==> config.mk <==
export PLATFORM = sky130hd
export DESIGN_NAME = tcc_conv_control
export DESIGN_NICKNAME = d
export VERILOG_FILES = /design/src/design/tcc_pkg.sv /design/src/design/tcc_conv_control.sv
export SDC_FILE = /design/constraint.sdc
export NUM_CORES = 1
export LEC_CHECK = 0
export BUFFER_PORTS_ARGS = -buffer_cell sky130_fd_sc_hd__buf_2
export CORE_ASPECT_RATIO = 0.75
export CORE_MARGIN = 2
export CORE_UTILIZATION = 40
export DETAILED_ROUTE_END_ITERATION = 10
export GPL_TIMING_DRIVEN = 0
export PLACE_DENSITY_LB_ADDON = 0.12
export SKIP_LAST_GASP = 1
export SLEW_MARGIN = 5
export SYNTH_ARGS = -nofsm -noshare
export SYNTH_HDL_FRONTEND = slang
export SYNTH_SLANG_ARGS = --single-unit
==> constraint.sdc <==
create_clock -name clk_sys -period 5 [get_ports clk_sys]
set_input_delay 0.5 -clock clk_sys [delete_from_list [all_inputs] [get_ports clk_sys]]
set_output_delay 0.5 -clock clk_sys [all_outputs]
set_load 0.01 [all_outputs]
==> src/design/tcc_pkg.sv <==
`default_nettype none
package tcc_pkg;

   // ----------------------------------------------------------------
   // widths and counts
   // ----------------------------------------------------------------
   localparam int TCC_TW     = 16;
   localparam int TCC_NALERT = 4;
   localparam int TCC_BCW    = 8;

   // ----------------------------------------------------------------
   // reset values
   // ----------------------------------------------------------------
   localparam logic [TCC_TW-1:0]  TCC_TEMP_RST  = 16'h0000;
   localparam logic [TCC_TW-1:0]  TCC_LIMIT_RST = 16'h0000;
   localparam logic [TCC_TW-1:0]  TCC_HYST_RST  = 16'h0000;
   localparam logic [TCC_BCW-1:0] TCC_BCNT_RST  = 8'h00;
   localparam logic [2:0]         TCC_BURST_RST = 3'h0;

   // ----------------------------------------------------------------
   // field positions of the status byte
   // ----------------------------------------------------------------
   localparam int TCC_ST_CONV  = 0;
   localparam int TCC_ST_BURST = 1;
   localparam int TCC_ST_ALERT = 4;

   // ----------------------------------------------------------------
   // resolution codes: low hot bits dropped per code (18/16/14/12 bit)
   // ----------------------------------------------------------------
   localparam logic [TCC_TW-1:0] TCC_HRES_MASK0 = 16'hffff;
   localparam logic [TCC_TW-1:0] TCC_HRES_MASK1 = 16'hffff;
   localparam logic [TCC_TW-1:0] TCC_HRES_MASK2 = 16'hfffe;
   localparam logic [TCC_TW-1:0] TCC_HRES_MASK3 = 16'hfffc;
   localparam logic [TCC_TW-1:0] TCC_CRES_MASK1 = 16'hfffc;

   // ----------------------------------------------------------------
   // types
   // ----------------------------------------------------------------
   typedef enum logic [1:0] {
      TCC_MODE_NORMAL   = 2'b00,
      TCC_MODE_SHUTDOWN = 2'b01,
      TCC_MODE_BURST    = 2'b10
   } tcc_mode_t;

   typedef struct packed {
      logic junction_hot;
      logic dir_falling;
      logic pin_en;
   } tcc_alert_cfg_t;

   typedef struct packed {
      logic signed [TCC_TW-1:0] hot;
      logic signed [TCC_TW-1:0] cold;
   } tcc_sample_t;

endpackage
`default_nettype wire

==> src/design/tcc_conv_control.sv <==
`timescale 1ns/1ps
`default_nettype none

// How it works
// hot resolution code 0..3 = 18/16/14/12 bits
// mode 0 normal, 1 shutdown, 2 burst
// four alerts, each with own limit
// alert one output doubles as interrupt
// each alert holds its own hysteresis
// alert pins low when asserted
// junction bit: 0 cold, 1 hot
// direction bit: 0 rising, 1 falling
// pin enable 0 keeps pin inactive
// clear one chosen alert only
// limits readable back by host
// eight-bit status collecting all flags
// hot readout signed, sixteenth degree LSB
// cold readout signed, same scaling
// difference readout hot minus cold
// conversion flag set on finished conversion
// hot readout read clears conversion flag
// burst takes 2^n samples, then stops
// burst result filtered into hot readout
// burst flag set when burst finishes
// burst count write clears burst flag
// three-bit sensor type code accepted
// filter coefficient 0 off, 7 strongest
// cold resolution 0 fine, 1 quarter
// alert asserts on crossing, releases past hysteresis
// normal runs back to back, shutdown idle
module tcc_conv_control
   import tcc_pkg::*;
(
   input  wire logic                           clk_sys,
   input  wire logic                           sys_rst,
   input  wire logic                           fe_conv_tick,
   input  wire logic [TCC_TW-1:0]              fe_hot_raw,
   input  wire logic [TCC_TW-1:0]              fe_cold_raw,
   input  wire logic [1:0]                     operating_mode_select,
   input  wire logic [1:0]                     hot_resolution_select,
   input  wire logic                           cold_resolution_select,
   input  wire logic [2:0]                     sensor_type_select,
   input  wire logic [2:0]                     filter_strength_select,
   input  wire logic                           burst_sample_count_write,
   input  wire logic [2:0]                     burst_sample_count,
   input  wire logic                           hot_junction_read,
   input  wire logic                           alert_configure,
   input  wire logic                           alert_threshold_write,
   input  wire logic                           alert_hysteresis_write,
   input  wire logic                           alert_clear,
   input  wire logic [1:0]                     alert_sel,
   input  wire tcc_alert_cfg_t                 alert_cfg_in,
   input  wire logic [TCC_TW-1:0]              alert_value_in,
   output logic [TCC_TW-1:0]                   hot_junction_readout,
   output logic [TCC_TW-1:0]                   cold_junction_readout,
   output logic [TCC_TW-1:0]                   junction_difference_readout,
   output logic                                conversion_done_flag,
   output logic                                burst_done_flag,
   output logic [7:0]                          status_readout,
   output logic [TCC_NALERT-1:0][TCC_TW-1:0]   alert_threshold_readback,
   output logic [TCC_NALERT-1:0]               alert_out_n,
   output logic                                host_int_n,
   output logic [2:0]                          fe_sensor_type,
   output logic [1:0]                          fe_hot_resolution
);

   // ----------------------------------------------------------------
   // pin synchronisers and conversion edge
   // ----------------------------------------------------------------
   logic [2:0]    tick_r;
   tcc_sample_t   raw_s1_r;
   tcc_sample_t   raw_s2_r;

   always_ff @(posedge clk_sys) begin
      if (sys_rst) begin
         tick_r   <= 3'h0;
         raw_s1_r <= '0;
         raw_s2_r <= '0;
      end else begin
         tick_r   <= {tick_r[1:0], fe_conv_tick};
         raw_s1_r <= {fe_hot_raw, fe_cold_raw};
         raw_s2_r <= raw_s1_r;
      end
   end

   // front end holds data stable around its tick edge, so the words are settled when the edge is seen
   wire tick_rise = tick_r[1] & ~tick_r[2];

   // ----------------------------------------------------------------
   // mode, burst control and sample acceptance
   // ----------------------------------------------------------------
   wire mode_normal = (operating_mode_select == TCC_MODE_NORMAL);
   wire mode_burst  = (operating_mode_select == TCC_MODE_BURST);

   logic                burst_active_r;
   logic [TCC_BCW-1:0]  burst_cnt_r;
   logic [2:0]          burst_n_r;

   wire [TCC_BCW-1:0] burst_target = 8'h01 << burst_n_r;
   wire [TCC_BCW-1:0] burst_cnt_inc = burst_cnt_r + 8'h01;
   wire               take = tick_rise & (mode_normal | burst_active_r);
   wire               burst_last = burst_active_r & take & (burst_cnt_inc == burst_target);

   always_ff @(posedge clk_sys) begin
      if (sys_rst) begin
         burst_active_r <= 1'b0;
         burst_cnt_r    <= TCC_BCNT_RST;
         burst_n_r      <= TCC_BURST_RST;
      end else if (burst_sample_count_write) begin
         burst_active_r <= mode_burst;
         burst_cnt_r    <= TCC_BCNT_RST;
         burst_n_r      <= burst_sample_count;
      end else if (!mode_burst || burst_last) begin
         burst_active_r <= 1'b0;
      end else if (burst_active_r && take) begin
         burst_cnt_r    <= burst_cnt_inc;
      end
   end

   // ----------------------------------------------------------------
   // resolution and filter
   // ----------------------------------------------------------------
   logic [TCC_TW-1:0] hres_mask;

   always_comb begin
      unique case (hot_resolution_select)
         2'd0: hres_mask = TCC_HRES_MASK0;
         2'd1: hres_mask = TCC_HRES_MASK1;
         2'd2: hres_mask = TCC_HRES_MASK2;
         2'd3: hres_mask = TCC_HRES_MASK3;
      endcase
   end

   wire signed [TCC_TW-1:0] hot_in  = raw_s2_r.hot & hres_mask;
   wire signed [TCC_TW-1:0] cold_in = raw_s2_r.cold & (cold_resolution_select ? TCC_CRES_MASK1 : 16'hffff);

   logic signed [TCC_TW-1:0] hot_r;
   logic signed [TCC_TW-1:0] cold_r;
   logic signed [TCC_TW:0]   fdiff;
   logic signed [TCC_TW:0]   fstep;
   logic signed [TCC_TW-1:0] hot_nxt;

   // seeding on the first burst sample keeps an old value out of a fresh burst
   wire seed = (filter_strength_select == 3'd0) | (burst_active_r & (burst_cnt_r == TCC_BCNT_RST));

   always_comb begin
      fdiff   = {hot_in[TCC_TW-1], hot_in} - {hot_r[TCC_TW-1], hot_r};
      fstep   = fdiff >>> filter_strength_select;
      hot_nxt = seed ? hot_in : TCC_TW'(hot_r + fstep[TCC_TW-1:0]);
   end

   always_ff @(posedge clk_sys) begin
      if (sys_rst) begin
         hot_r  <= TCC_TEMP_RST;
         cold_r <= TCC_TEMP_RST;
      end else if (take) begin
         hot_r  <= hot_nxt;
         cold_r <= cold_in;
      end
   end

   // ----------------------------------------------------------------
   // flags
   // ----------------------------------------------------------------
   logic conv_done_r;
   logic burst_done_r;

   always_ff @(posedge clk_sys) begin
      if (sys_rst) begin
         conv_done_r  <= 1'b0;
         burst_done_r <= 1'b0;
      end else begin
         // set beats the clearing read in the same cycle
         conv_done_r  <= take | (conv_done_r & ~hot_junction_read);
         burst_done_r <= burst_last | (burst_done_r & ~burst_sample_count_write);
      end
   end

   // ----------------------------------------------------------------
   // alert channels
   // ----------------------------------------------------------------
   logic [TCC_NALERT-1:0][TCC_TW-1:0] limit_r;
   logic [TCC_NALERT-1:0][TCC_TW-1:0] hyst_r;
   tcc_alert_cfg_t [TCC_NALERT-1:0]   cfg_r;
   logic [TCC_NALERT-1:0]             alert_st_r;
   logic [TCC_NALERT-1:0]             trip;
   logic [TCC_NALERT-1:0]             pin_en;

   genvar gi;
   generate
      for (gi = 0; gi < TCC_NALERT; gi++) begin : g_alert
         wire sel_me = (alert_sel == 2'(gi));
         wire signed [TCC_TW-1:0] t_e = cfg_r[gi].junction_hot ? hot_r : cold_r;
         wire signed [TCC_TW+1:0] t_x = {{2{t_e[TCC_TW-1]}}, t_e[TCC_TW-1:0]};
         wire signed [TCC_TW+1:0] lim = {{2{limit_r[gi][TCC_TW-1]}}, limit_r[gi]};
         wire signed [TCC_TW+1:0] hys = {2'b00, hyst_r[gi]};
         wire rel_up = t_x <= (lim - hys);
         wire rel_dn = t_x >= (lim + hys);
         wire release_c = cfg_r[gi].dir_falling ? rel_dn : rel_up;
         assign trip[gi]   = cfg_r[gi].dir_falling ? (t_x <= lim) : (t_x >= lim);
         assign pin_en[gi] = cfg_r[gi].pin_en;

         always_ff @(posedge clk_sys) begin
            if (sys_rst) begin
               limit_r[gi]    <= TCC_LIMIT_RST;
               hyst_r[gi]     <= TCC_HYST_RST;
               cfg_r[gi]      <= '0;
               alert_st_r[gi] <= 1'b0;
            end else begin
               if (alert_threshold_write && sel_me) begin
                  limit_r[gi] <= alert_value_in;
               end
               if (alert_hysteresis_write && sel_me) begin
                  hyst_r[gi] <= alert_value_in;
               end
               if (alert_configure && sel_me) begin
                  cfg_r[gi] <= alert_cfg_in;
               end
               // a live trip wins over the host clear
               if (trip[gi]) begin
                  alert_st_r[gi] <= 1'b1;
               end else if ((alert_clear && sel_me) || release_c) begin
                  alert_st_r[gi] <= 1'b0;
               end
            end
         end
      end
   endgenerate

   // ----------------------------------------------------------------
   // registered outputs
   // ----------------------------------------------------------------
   wire [TCC_NALERT-1:0] pin_act = alert_st_r & pin_en;

   always_ff @(posedge clk_sys) begin
      if (sys_rst) begin
         hot_junction_readout        <= TCC_TEMP_RST;
         cold_junction_readout       <= TCC_TEMP_RST;
         junction_difference_readout <= TCC_TEMP_RST;
         conversion_done_flag        <= 1'b0;
         burst_done_flag             <= 1'b0;
         status_readout              <= 8'h00;
         alert_threshold_readback    <= '0;
         alert_out_n                 <= 4'hf;
         host_int_n                  <= 1'b1;
         fe_sensor_type              <= 3'h0;
         fe_hot_resolution           <= 2'h0;
      end else begin
         hot_junction_readout        <= hot_r;
         cold_junction_readout       <= cold_r;
         junction_difference_readout <= TCC_TW'(hot_r - cold_r);
         conversion_done_flag        <= conv_done_r;
         burst_done_flag             <= burst_done_r;
         status_readout              <= {alert_st_r, 2'b00, burst_done_r, conv_done_r};
         alert_threshold_readback    <= limit_r;
         alert_out_n                 <= ~pin_act;
         host_int_n                  <= ~pin_act[0];
         fe_sensor_type              <= sensor_type_select;
         fe_hot_resolution           <= hot_resolution_select;
      end
   end
endmodule

`default_nettype wire

==> flow_summary.yaml <==
outcome:
  status: "complete, no violations"
detailed_routing:
  postRouteAntennaNets: 0
  viasPerCell: 5.281
  vias: 23394
  postRouteWirelength_um: 90060
  dr.pass1.iters: 6
  wl_per_cell_um: 20.33
  drc: 0
  drt_iter0_markers: 2252
global_route:
  grt_pass1_vias: 21391
  grt_busiest_layer: "met1"
  use_met1: 0.4069
  grt_first_pass_wirelength_um: 132900
  grt_util_all_layers: 0.2604
  antenna_found_initial: 4
  overflow: 0
  globalRouteMet3Util: 0.04849
  grt_start_max_net_pins: 15
  grtUsageMet2: 0.3582
synth:
  yosys.area_share.simple: 0.1939
  avgSynthCellArea_um2: 7.942
  syn_inst: 3285
  synth_top_family_by_area: "adder cells"
  async_flop_share: 0
  synth-edff-count: 0
  seq_area_frac_synth: 0.2946
  ys_ff_latch: 384
  synthFlopType: "dfxtp_1"
  synth_xor_area_frac: 0.05573
  syn_area_mm2: 0.02609
  synth_compound_area_frac: 0.1804
  synth_warnings: 0
  synth-adder-area-share: 0.1960
  yosys-mux-area-fraction: 0.01722
  synth.distinct_cells: 77
sta:
  fmax_mhz: 209.4
  fin_crit_ns: 4.775
  worst_pin_slew_ns: 1.389
  hold_slack_ns: 0.1210
  rsz0062_at_grt: "no"
  min_period_over_period: 0.9550
  maxSlewViolCount: 0
  hold_viol_final: 0
  setup_viol: 0
  fin_skew_ns: 0.02603
  worst_slew_margin_rel: 0.07409
  setup_slack_ns: 0.2248
critical_path:
  slowest_stage: "or4_4"
  cp.depth: 20
  rrSetupSlack_ns: 0.22
  cpMostUsedCell: "ha_1"
  cp.arrival_ns: 5.20
  critical_path.max_stage_delay_ns: 0.55
  path_max_fanout: 8
  worstSetupPathType: "reg -> reg"
  timing.rr.start: "hot_r[4]"
  rr_endpoint: "hot_r[15]"
  crit_chain: "inv_1 -> ha_1 -> or4_4 -> o211a_1 -> a21o_1 -> xor2_1 -> mux2_2 -> or2_1 -> o211ai_1 -> o21ai_1 -> ha_1 -> o21ai_0 -> a21oi_1 -> a31oi_4 -> o31ai_4 -> nor4_2 -> nor3_2 -> nor4_1 -> nand2_1 -> o221ai_1"
  cp_top_family: "compound AO/OA/AOI/OAI gates"
  worst_r2r_path_depth: 20
  start_kind: "flop"
  setup.worst_path.start: "hot_r[4]"
  required_ns: 5.43
  crit_buf_inv: 1
  endpoint: "hot_r[15]"
  crit_path_end_kind: "flop"
layout:
  fin_cells: 4430
  layout_commonest_cell: "nand2_1"
  final_cell_mix: "nand2_1, ha_1, dfxtp_1"
  areaGrowthSynthToFinish_pct: 14.30
  drive_above_1_share: 0.09702
  num-nets-final: 3999
clock_tree:
  insertion_delay_ns: 0.59
  cts_tree: "built"
  clk_pin_slew_worst_paths_ns: 0.06
  clock_path_buffers: 3
  cts_buffers: 43
  htree_levels: 2
  clock_sink_count: 384
  root_buffer: "clkbuf_16"
min_path:
  hold_class: "in -> reg"
placement:
  pre_cts_slack_ns: -0.5224
  hpwl_um: 71270
  numPlacedInstances: 4341
  finalWeightedCongestion: 0.9185
  port_buffers: 184
floorplanning:
  core-area_mm2: 0.06486
  die_y_um: 225.2
  num_rows: 81
  die_w_um: 298.9
  initial_core_util: 0.4022
  die_area_mm2: 0.06730
  io_pins: 208
power:
  power_mw: 8.747
  ir_drop_uv: 207.5
  leakagePower_nw: 13.22
  powerDensity_mw_per_mm2: 293.3
job:
  maxCapViolations: 0
==> per-layer routing <==
metal	share of wire	vias to the layer above
met2	0.39	766
met3	0.078	132
met1	0.51	10799
met5	0.00013	-
met4	0.022	2
li1	-	11695
==> worst register-to-register path, delay by kind of cell (launching register included) <==
family / cells / cell delay [ns]
mux: 1 / 0.31
fa+ha+maj: 2 / 0.61
flops: 1 / 0.54
xor+xnor: 1 / 0.15
simple gates: 6 / 1.32
compound gates: 9 / 1.58
buf+inv: 1 / 0.11
==> through the flow <==
step / setup TNS [ns] / area, µm² / utilization
finish: 0 / 29820 / 0.4597
global route: 0 / 29820 / 0.4597
CTS: 0 / 29680 / 0.4576
detailed placement: -2.298 / 28100 / 0.4333
global placement: -2.590 / 28100 / 0.4333
floorplan: 0 / 26090 / -
==> final cells by class <==
cell class,count,area (µm²)
well taps,871,1090
inverters,261,983.4
multi-input cells,2493,16880
clock buffers,58,1204
plain buffers,148,638.1
clock inverters,22,344.1
diodes,3,7.507
repair buffers,190,965.9
flip-flops and latches,384,7710
fillers,6667,35040
==> registers in the layout, indices dropped and copies added, names as in the netlist, 3 cells and up <==
register,count
cfg_r,12
status_readout,6
g_alert.lim,64
hot_r,16
raw_s1_r,32
raw_s2_r,32
burst_cnt_r,8
burst_n_r,3
junction_difference_readout,16
cold_junction_readout,16
g_alert.hys,64
alert_out_n,4
hot_junction_readout,16
tick_r,3
alert_threshold_readback,64
cold_r,16
alert_st_r,4
fe_sensor_type,3
==> cells by family after synthesis <==
family                     Yosys count
and+or+nand+nor                   1104
AOI/OAI and AO/OA                  781
buffers and inverters              409
adders and majority gates          402
DFF                                384
xor gates and xnor gates           166
muxes                               38
other                                1
==> power by group <==
part | switching, mW | leakage [nW] | total (mW) | internal, mW
combinational | 1.18 | 9.33 | 1.97 | 0.790
clock | 1.40 | 0.750 | 3.52 | 2.12
sequential | 0.0854 | 3.13 | 3.25 | 3.17
==> cell usage after synthesis, types with 5 or more instances <==
master / count / share of area
a2111oi_0: 5 / 0.0017
a211o_1: 9 / 0.0030
a211oi_1: 25 / 0.0072
a21boi_0: 7 / 0.0020
a21o_1: 80 / 0.023
a21oi_1: 332 / 0.064
a221oi_1: 7 / 0.0023
a311oi_1: 5 / 0.0017
a31oi_1: 27 / 0.0065
and2_1: 15 / 0.0036
and3_1: 22 / 0.0053
buf_1: 11 / 0.0016
buf_4: 21 / 0.0060
clkbuf_1: 113 / 0.016
dfxtp_1: 384 / 0.29
fa_1: 11 / 0.0084
ha_1: 391 / 0.19
inv_1: 256 / 0.037
mux2_2: 10 / 0.0043
mux2i_1: 22 / 0.0084
nand2_1: 457 / 0.066
nand2b_1: 31 / 0.0074
nand3_1: 46 / 0.0088
nand3b_1: 5 / 0.0014
nand4_1: 43 / 0.010
nor2_1: 250 / 0.036
nor2b_1: 127 / 0.030
nor3_1: 53 / 0.010
nor4_1: 11 / 0.0026
nor4b_1: 5 / 0.0017
o2111ai_1: 6 / 0.0020
o211a_1: 5 / 0.0019
o211ai_1: 9 / 0.0026
o21a_1: 26 / 0.0075
o21ai_0: 131 / 0.025
o21ai_1: 28 / 0.0054
o21bai_1: 22 / 0.0063
o22ai_1: 6 / 0.0014
o31ai_1: 17 / 0.0049
o41ai_1: 5 / 0.0017
or2_2: 12 / 0.0029
or3_1: 15 / 0.0036
xnor2_1: 132 / 0.044
xor2_1: 34 / 0.011
==> worst min-delay path by stage <==
stage                     startpoint                end  slack (ns)  cells after the start
2_1_floorplan               cfg_r[9]     alert_out_n[3]        0.36                      1
3_3_place_gp            raw_s1_r[17]       raw_s2_r[17]        0.42                      1
3_5_place_dp            raw_s1_r[18]       raw_s2_r[18]        0.42                      1
4_1_cts                fe_hot_raw[5]       raw_s1_r[21]        0.09                      2
5_1_grt        sensor_type_select[1]  fe_sensor_type[1]        0.13                      2
6_report               fe_hot_raw[5]       raw_s1_r[21]        0.12                      2
==> repair_timing <==
action / CTS / global route
hold buffers: 0 / 0
setup buffers: 0 / 6
pin swaps: 0 / 5
resized for setup: 12 / 23
gates cloned: 0 / 0
endpoints found under the setup margin: 7 / 8
Power figures use the tool's default switching activity.
